===== src/include/core_ops_pkg.sv =====
// Constants, encodings and carrier types for the watchdog-clear and decrement core ops.
// Assumes one core clock and a synchronous, active-low reset everywhere.
// Operation
// RL1 - Watchdog clear: zero counter, prescaler; set status
// RL2 - Decrement file register; destination bit picks target
// RL3 - Plain decrement updates zero flag, one cycle
// RL4 - Decrement-skip routes alike, leaves flags unchanged
// RL5 - Zero result discards next instruction as no-op
// RL6 - File field 0..127, destination bit 0/1
// RL7 - One 14-bit word; leading 00 selects group
package core_ops_pkg;

	// ==========================================================
	// Widths
	localparam int INSTR_W = 14;
	localparam int FADDR_W = 7;
	localparam int DATA_W = 8;
	localparam int FILE_DEPTH = 128;
	localparam int BUS_AW = 10;
	localparam int BUS_DW = 32;

	// ==========================================================
	// Register byte offsets
	localparam logic [BUS_AW-1:0] CTRL_OFS = 10'h000;
	localparam logic [BUS_AW-1:0] STATUS_OFS = 10'h004;
	localparam logic [BUS_AW-1:0] WREG_OFS = 10'h008;
	localparam logic [BUS_AW-1:0] FILE_BASE_OFS = 10'h200;
	localparam int FILE_WIN_BIT = 9;

	// ==========================================================
	// Field positions
	localparam int CTRL_EN_BIT = 0;
	localparam int ST_ZERO_BIT = 0;
	localparam int ST_PD_BIT = 1;
	localparam int ST_TO_BIT = 2;
	localparam int ST_SKIP_BIT = 3;

	// ==========================================================
	// Values after reset
	localparam logic CTRL_EN_RST = 1'b0;
	localparam logic [DATA_W-1:0] WREG_RST = 8'h00;
	localparam logic ZERO_RST = 1'b0;
	localparam logic TO_RST = 1'b1;
	localparam logic PD_RST = 1'b1;

	// ==========================================================
	// Instruction encodings
	localparam logic [1:0] GROUP_BYTE = 2'b00;
	localparam logic [INSTR_W-1:0] CLEAR_WATCHDOG_WORD = 14'h0064;
	localparam logic [3:0] DECREMENT_OPC = 4'h3;
	localparam logic [3:0] DECREMENT_SKIP_OPC = 4'hb;
	localparam logic [DATA_W-1:0] DEC_STEP = 8'h01;

	// ==========================================================
	// Types
	typedef enum logic [1:0] {
		OP_NO_OPERATION,
		OP_CLEAR_WATCHDOG,
		OP_DECREMENT,
		OP_DECREMENT_SKIP
	} op_t;

	typedef enum logic {
		EX_RUN,
		EX_SKIP
	} exec_state_t;

	typedef struct packed {
		op_t op;
		logic dest;
		logic [FADDR_W-1:0] faddr;
	} decoded_t;

	typedef struct packed {
		logic timeout;
		logic powerdown;
		logic zero;
	} status_t;

endpackage : core_ops_pkg


===== src/hw/instr_decoder.sv =====
// Decodes one instruction word into operation, destination and file address.
// Assumes the word is stable while it is offered; purely combinational.
module instr_decoder
	import core_ops_pkg::*;
(
	input wire logic [INSTR_W-1:0] i_instr,
	output decoded_t o_dec
);

	// ==========================================================
	// Decode
	always_comb begin
		o_dec.dest = i_instr[FADDR_W]; // [RL6]
		o_dec.faddr = i_instr[FADDR_W-1:0]; // [RL6]
		o_dec.op = OP_NO_OPERATION;
		// Anything outside the three ops runs as a no-op here
		if (i_instr[INSTR_W-1:INSTR_W-2] == GROUP_BYTE) begin // [RL7]
			if (i_instr == CLEAR_WATCHDOG_WORD) begin
				o_dec.op = OP_CLEAR_WATCHDOG;
			end else if (i_instr[11:8] == DECREMENT_OPC) begin
				o_dec.op = OP_DECREMENT;
			end else if (i_instr[11:8] == DECREMENT_SKIP_OPC) begin
				o_dec.op = OP_DECREMENT_SKIP;
			end
		end
	end

endmodule : instr_decoder


===== src/hw/file_reg_bank.sv =====
// File register space: 128 bytes, one write port, two asynchronous read ports.
// Assumes the caller never asks for two writes in one cycle.
module file_reg_bank
	import core_ops_pkg::*;
(
	input wire logic i_clk,
	input wire logic i_wr_en,
	input wire logic [FADDR_W-1:0] i_wr_addr,
	input wire logic [DATA_W-1:0] i_wr_data,
	input wire logic [FADDR_W-1:0] i_rd_addr_a,
	output logic [DATA_W-1:0] o_rd_data_a,
	input wire logic [FADDR_W-1:0] i_rd_addr_b,
	output logic [DATA_W-1:0] o_rd_data_b
);

	// ==========================================================
	// Storage
	// Contents are not reset, as in a real register file
	logic [DATA_W-1:0] mem [FILE_DEPTH];

	always_ff @(posedge i_clk) begin
		if (i_wr_en) begin
			mem[i_wr_addr] <= i_wr_data;
		end
	end

	assign o_rd_data_a = mem[i_rd_addr_a];
	assign o_rd_data_b = mem[i_rd_addr_b];

endmodule : file_reg_bank


===== src/hw/core_exec.sv =====
// Execution of watchdog clear, decrement and decrement-skip, with an Avalon-MM register slave.
// Assumes instructions arrive by valid/ready from fetch, one per accepted cycle.
//
// The register addresses and the Avalon-MM register port are this design's own decisions.
module core_exec
	import core_ops_pkg::*;
(
	input wire logic i_clk,
	input wire logic i_reset_n,
	input wire logic [BUS_AW-1:0] i_avs_address,
	input wire logic i_avs_read,
	input wire logic i_avs_write,
	input wire logic [BUS_DW-1:0] i_avs_writedata,
	input wire logic [3:0] i_avs_byteenable,
	output logic [BUS_DW-1:0] o_avs_readdata,
	output logic o_avs_waitrequest,
	input wire logic [INSTR_W-1:0] i_instr,
	input wire logic i_instr_valid,
	output logic o_instr_ready,
	output logic o_wdt_clear,
	output logic o_skip_nop,
	output logic o_zero_flag,
	output logic o_timeout_status,
	output logic o_powerdown_status,
	output logic [DATA_W-1:0] o_wreg
);

	// ==========================================================
	// Declarations
	decoded_t dec;
	op_t eff_op;
	exec_state_t state_reg;
	status_t status_reg;
	logic ctrl_en_reg;
	logic [DATA_W-1:0] w_reg;
	logic bus_ack_reg;
	logic [BUS_DW-1:0] readdata_reg;
	logic wdt_clear_reg;
	logic skip_nop_reg;
	logic bus_req;
	logic bus_fire;
	logic bus_wr;
	logic accept;
	logic is_dec;
	logic [DATA_W-1:0] file_rd_a;
	logic [DATA_W-1:0] file_rd_b;
	logic [DATA_W-1:0] result;
	logic result_zero;
	logic bank_wr_en;
	logic [FADDR_W-1:0] bank_wr_addr;
	logic [DATA_W-1:0] bank_wr_data;
	logic bus_file_hit;
	logic [BUS_DW-1:0] read_mux;

	// ==========================================================
	// Submodules
	instr_decoder u_decoder (
		.i_instr(i_instr),
		.o_dec(dec)
	);

	file_reg_bank u_bank (
		.i_clk(i_clk),
		.i_wr_en(bank_wr_en),
		.i_wr_addr(bank_wr_addr),
		.i_wr_data(bank_wr_data),
		.i_rd_addr_a(dec.faddr),
		.o_rd_data_a(file_rd_a),
		.i_rd_addr_b(i_avs_address[FADDR_W+1:2]),
		.o_rd_data_b(file_rd_b)
	);

	// ==========================================================
	// Avalon slave handshake
	// Fixed two-cycle answer: data is muxed in cycle one, presented in cycle two
	assign bus_req = i_avs_read | i_avs_write;
	assign o_avs_waitrequest = bus_req & ~bus_ack_reg;
	assign bus_fire = bus_req & bus_ack_reg;
	assign bus_wr = bus_fire & i_avs_write;
	assign bus_file_hit = i_avs_address[FILE_WIN_BIT];

	always_ff @(posedge i_clk) begin
		if (!i_reset_n) begin
			bus_ack_reg <= 1'b0;
		end else begin
			bus_ack_reg <= bus_req & ~bus_ack_reg;
		end
	end

	always_comb begin
		read_mux = 32'h0000_0000;
		if (bus_file_hit) begin
			read_mux[DATA_W-1:0] = file_rd_b;
		end else begin
			unique case (i_avs_address)
				CTRL_OFS: read_mux[CTRL_EN_BIT] = ctrl_en_reg;
				STATUS_OFS: begin
					read_mux[ST_ZERO_BIT] = status_reg.zero;
					read_mux[ST_PD_BIT] = status_reg.powerdown;
					read_mux[ST_TO_BIT] = status_reg.timeout;
					read_mux[ST_SKIP_BIT] = (state_reg == EX_SKIP);
				end
				WREG_OFS: read_mux[DATA_W-1:0] = w_reg;
				default: read_mux = 32'h0000_0000;
			endcase
		end
	end

	always_ff @(posedge i_clk) begin
		if (!i_reset_n) begin
			readdata_reg <= 32'h0000_0000;
		end else if (i_avs_read & ~bus_ack_reg) begin
			readdata_reg <= read_mux;
		end
	end

	assign o_avs_readdata = readdata_reg;

	// ==========================================================
	// Instruction acceptance
	// Bus traffic stalls fetch, so core and bus never write in one cycle
	assign o_instr_ready = ctrl_en_reg & ~bus_req;
	assign accept = i_instr_valid & o_instr_ready;
	assign eff_op = (state_reg == EX_SKIP) ? OP_NO_OPERATION : dec.op; // [RL5]
	assign is_dec = (eff_op == OP_DECREMENT) | (eff_op == OP_DECREMENT_SKIP);
	assign result = file_rd_a - DEC_STEP; // [RL2]
	assign result_zero = (result == 8'h00);

	// ==========================================================
	// File register write port
	always_comb begin
		bank_wr_en = 1'b0;
		bank_wr_addr = dec.faddr;
		bank_wr_data = result;
		if (accept & is_dec & dec.dest) begin // [RL2] [RL4]
			bank_wr_en = 1'b1;
		end else if (bus_wr & bus_file_hit & i_avs_byteenable[0]) begin
			bank_wr_en = 1'b1;
			bank_wr_addr = i_avs_address[FADDR_W+1:2];
			bank_wr_data = i_avs_writedata[DATA_W-1:0];
		end
	end

	// ==========================================================
	// Control register
	always_ff @(posedge i_clk) begin
		if (!i_reset_n) begin
			ctrl_en_reg <= CTRL_EN_RST;
		end else if (bus_wr & (i_avs_address == CTRL_OFS) & i_avs_byteenable[0]) begin
			ctrl_en_reg <= i_avs_writedata[CTRL_EN_BIT];
		end
	end

	// ==========================================================
	// Working register
	always_ff @(posedge i_clk) begin
		if (!i_reset_n) begin
			w_reg <= WREG_RST;
		end else if (accept & is_dec & ~dec.dest) begin
			w_reg <= result; // [RL2] [RL4]
		end else if (bus_wr & (i_avs_address == WREG_OFS) & i_avs_byteenable[0]) begin
			w_reg <= i_avs_writedata[DATA_W-1:0];
		end
	end

	// ==========================================================
	// Status bits
	always_ff @(posedge i_clk) begin
		if (!i_reset_n) begin
			status_reg.zero <= ZERO_RST;
			status_reg.timeout <= TO_RST;
			status_reg.powerdown <= PD_RST;
		end else if (accept & (eff_op == OP_DECREMENT)) begin
			status_reg.zero <= result_zero; // [RL3]
		end else if (accept & (eff_op == OP_CLEAR_WATCHDOG)) begin
			status_reg.timeout <= 1'b1; // [RL1]
			status_reg.powerdown <= 1'b1; // [RL1]
		end else if (bus_wr & (i_avs_address == STATUS_OFS) & i_avs_byteenable[0]) begin
			status_reg.zero <= i_avs_writedata[ST_ZERO_BIT];
			status_reg.powerdown <= i_avs_writedata[ST_PD_BIT];
			status_reg.timeout <= i_avs_writedata[ST_TO_BIT];
		end
	end

	// ==========================================================
	// Skip sequencing
	always_ff @(posedge i_clk) begin
		if (!i_reset_n) begin
			state_reg <= EX_RUN;
		end else if (accept) begin
			unique case (state_reg)
				EX_RUN: begin
					if ((dec.op == OP_DECREMENT_SKIP) & result_zero) begin
						state_reg <= EX_SKIP; // [RL5]
					end
				end
				EX_SKIP: state_reg <= EX_RUN;
			endcase
		end
	end

	// ==========================================================
	// Event outputs
	always_ff @(posedge i_clk) begin
		if (!i_reset_n) begin
			wdt_clear_reg <= 1'b0;
			skip_nop_reg <= 1'b0;
		end else begin
			// Watchdog counter and prescaler both clear on this pulse
			wdt_clear_reg <= accept & (eff_op == OP_CLEAR_WATCHDOG); // [RL1]
			skip_nop_reg <= accept & (state_reg == EX_SKIP); // [RL5]
		end
	end

	assign o_wdt_clear = wdt_clear_reg;
	assign o_skip_nop = skip_nop_reg;
	assign o_zero_flag = status_reg.zero;
	assign o_timeout_status = status_reg.timeout;
	assign o_powerdown_status = status_reg.powerdown;
	assign o_wreg = w_reg;
endmodule : core_exec


===== config.mk =====
export PLATFORM = sky130hd
export DESIGN_NAME = core_exec
export DESIGN_NICKNAME = d
export VERILOG_FILES = /design/src/include/core_ops_pkg.sv /design/src/hw/instr_decoder.sv /design/src/hw/file_reg_bank.sv /design/src/hw/core_exec.sv
export SDC_FILE = /design/constraint.sdc
export NUM_CORES = 2
export LEC_CHECK = 0
export BUFFER_PORTS_ARGS = -buffer_cell sky130_fd_sc_hd__clkbuf_2
export CAP_MARGIN = 30
export CORE_MARGIN = 3
export CORE_UTILIZATION = 45
export CTS_CLUSTER_DIAMETER = 80
export DETAILED_ROUTE_END_ITERATION = 7
export PLACE_DENSITY = 0.62
export SLEW_MARGIN = 20
export SYNTH_ARGS = -nofsm -noshare
export SYNTH_HDL_FRONTEND = slang
export SYNTH_SLANG_ARGS = --single-unit

===== constraint.sdc =====
create_clock -name i_clk -period 26.4 [get_ports i_clk]
set_input_delay 0 -clock i_clk [delete_from_list [all_inputs] [get_ports i_clk]]
set_output_delay 0 -clock i_clk [all_outputs]
set_load 0.01 [all_outputs]

==> metrics.csv <==
metric;value;unit
final_hold_viol_count;0;
final-max-slew-violation-count;0;
path_clk_slew;0.06;ns
root_buffer;clkbuf_16;
r2r_cells;13;
hpwl;102;mm
syn_area;50000;µm²
max-vdd-ir-drop;0.0000533;V
hold_class;primary input to flip-flop;
grt_pass1_wl;224;mm
die_w;339;µm
avgSynthCellArea;18.8;µm²
largest_register_ff_count;1024;
fin_crit_sh;23.5;%
hold_depth;5;
grt.total_usage;27.2;%
via_per_inst;6.78;
final_nets;2905;
end_kind;flip-flop;
ant_nets;0;
cp.required;26.86;ns
placed_area;52300;µm²
cts.sinks;1048;
hp-start;i_avs_address[8];
ys_ff_latch;1048;
cts_tree;yes;
top_register;u_bank.mem;
rrSetupSlack;20.76;ns
cts.repair.resized;0;
synthSimpleGateAreaFrac;3.53;%
yosys.area_share.xor_xnor;0.0701;%
post-cts-setup-buffer-count;0;
clk_path_buf_depth;3;
grt_pass1_vias;29962;
maxCapViolCount;0;
drt-wirelength-per-cell;35.8;µm
status;finished clean;
min_to;o_avs_readdata[0];
cts_hold_buf;50;
fin_hold_ws;0.212;ns
routabilityCongestion;0.920;
io_pins;112;
skew;0.0399;ns
fin_cells;4411;
synth-compound-area-share;3.79;%
grt_start_max_net_pins;113;
synthAdderAreaFrac;0.0501;%
yosysSeqAreaShare;62.5;%
synth_edf_count;1024;
ys_warn_count;0;
synth_top_family_by_area;multiplexers;
critPathMaxFanout;72;
final_area;56800;µm²
reg2reg_to;u_bank.mem[124][4];
area_delta_synth_final;13.6;%
fmax;161;MHz
drtIter0Drc;3793;
die_area;115000;µm²
powerDensity;68.7;nW/µm²
initial_core_util;45.6;%
post-route-min-period;6.20;ns
worstMarginPinSlew;1.11;ns
clock_latency;0.73;ns
wirelength;158;mm
die_y;339;µm
rows;121;
critical_path_class;primary input to flip-flop;
setup_viol;0;
rsz0062_at_grt;false;
gr-total-overflow;0;
port_buffers;60;
drc;0;
arrival;6.66;ns
tns;0;ns
syn_inst;2658;
cts_buffers;112;
r2r_start;u_bank.mem[12][0];
setup.worst_path.start_class;primary input;
antenna_found_initial;6;
htreeDepth;3;
max_slew_margin;25.6;%
drive_gt1_share;32.9;%
synth_mux_area_share;27.5;%
async_reset_ff_share;0;%
core;110000;µm²
power.leakage;18.2;nW
vias;29927;
dp.cells;4118;
synthFlopType;edfxtp_1;
synth.distinct_cells;79;
firstDrtPassIters;6;
## synthesized netlist by cell type (13+ instances only)
library cell / n / share of area [%]
a21oi_1: 38 / 0.38
mux2i_1: 163 / 3.3
nor2_1: 170 / 1.3
o221ai_1: 33 / 0.58
nand2_1: 96 / 0.72
nor2b_1: 13 / 0.16
buf_1: 24 / 0.18
a31oi_1: 25 / 0.31
nand3_1: 23 / 0.23
inv_1: 16 / 0.12
mux2_2: 16 / 0.36
a211oi_1: 22 / 0.33
a22oi_1: 33 / 0.50
o22ai_1: 18 / 0.23
clkbuf_1: 77 / 0.58
buf_6: 14 / 0.32
edfxtp_1: 1024 / 62
o21ai_0: 29 / 0.29
dfxtp_1: 24 / 0.96
buf_2: 69 / 0.69
buf_4: 38 / 0.57
nor3_1: 19 / 0.19
mux4_2: 529 / 24
## worst max-delay path, stage by stage
cell and delay, ns:
buf_6 0.48, buf_4 0.54, buf_4 0.63, nor2_1 0.20, buf_4 0.31, and2_1 0.20
a2111oi_2 0.49, a211oi_1 0.26, nor4_4 0.64, nor2_1 0.21, inv_1 0.11, ha_1 0.19
nor3b_2 0.35, xnor2_1 0.21, a21oi_4 0.75, buf_4 0.46, buf_16 0.28
## final cells by class
class,count,area [µm²]
repair buffers,269,2320
clock inverters,73,749
well taps,1476,1850
fillers,8645,52800
diodes,3,7.51
multi-input cells,1387,17700
flip-flops and latches,1048,31200
clock buffers,135,2910
inverters,20,80.1
## report_power, final
| group | leakage [nW] | total, mW | switching, mW | internal, mW |
|---|---|---|---|---|
| clock network | 1.75 | 1.57 | 0.674 | 0.896 |
| logic | 7.01 | 0.419 | 0.285 | 0.134 |
| registers | 9.39 | 1.92 | 0.000861 | 1.91 |
| total | 18.2 | 3.91 | 0.960 | 2.95 |
## kinds of logic after synthesis
group	count (synthesis)
AOI/OAI and AO/OA	263
xor gates and xnor gates	4
adders and majority gates	2
buffers and inverters	246
DFF	1048
muxes	708
other	1
and+or+nand+nor	386
## cells in the final DEF, fill, tap and decap left out, types with 7 or more instances in the layout
master / Yosys / final
nor3_1: 19 / 18
buf_8: 2 / 9
mux2i_1: 163 / 163
clkbuf_2: 0 / 54
clkbuf_1: 77 / 22
bufinv_16: 0 / 11
a22o_1: 7 / 7
o22ai_1: 18 / 18
nand2b_1: 8 / 8
buf_4: 38 / 130
mux4_2: 529 / 529
a221oi_1: 7 / 7
o221ai_1: 33 / 33
and2_1: 8 / 8
nor2_1: 170 / 163
nor2_2: 0 / 7
nand3_1: 23 / 23
a22oi_1: 33 / 33
clkinvlp_4: 0 / 9
conb_1: 1 / 24
clkinv_1: 3 / 29
edfxtp_1: 1024 / 1024
inv_1: 16 / 16
nand2_1: 96 / 96
a31oi_1: 25 / 24
a211oi_1: 22 / 22
buf_6: 14 / 13
mux2_2: 16 / 16
clkbuf_16: 0 / 113
a21oi_1: 38 / 33
o21ai_0: 29 / 28
clkinv_2: 0 / 16
dfxtp_1: 24 / 24
nor2b_1: 13 / 10
nand4_1: 7 / 7
dlygate4sd3_1: 0 / 50
buf_16: 0 / 8
## metal layers
metal  track usage (%)  vias to the layer above  wire length [µm]
met5                 0                        -                27
li1                  -                    11698                 -
met3              7.45                      396             18000
met2              42.6                     1977             74500
met1              35.9                    15852             57600
met4              12.3                        4              7670
## stage by stage
step | utilization (%) | total power, mW | worst slack (ns)
global route | 51.8 | 4.01 | 19.97
CTS | 51.5 | 3.91 | 20.03
global placement | 47.1 | 2.34 | 19.52
detailed placement | 47.7 | 2.35 | 19.29
finish | 51.8 | 3.91 | 20.20
floorplan | - | 2.21 | 17.71
## worst max path at each step
stage	startpoint	end	cells past startpoint
2_1_floorplan	u_bank.mem[15][0]	u_bank.mem[0][6]	11
3_3_place_gp	i_instr[2]	u_bank.mem[120][5]	11
3_5_place_dp	i_instr[2]	u_bank.mem[55][4]	16
4_1_cts	i_instr[2]	u_bank.mem[53][4]	16
5_1_grt	i_instr[2]	u_bank.mem[124][4]	17
6_report	i_instr[2]	u_bank.mem[124][4]	17
No activity file was read; power rests on OpenSTA's default activity.
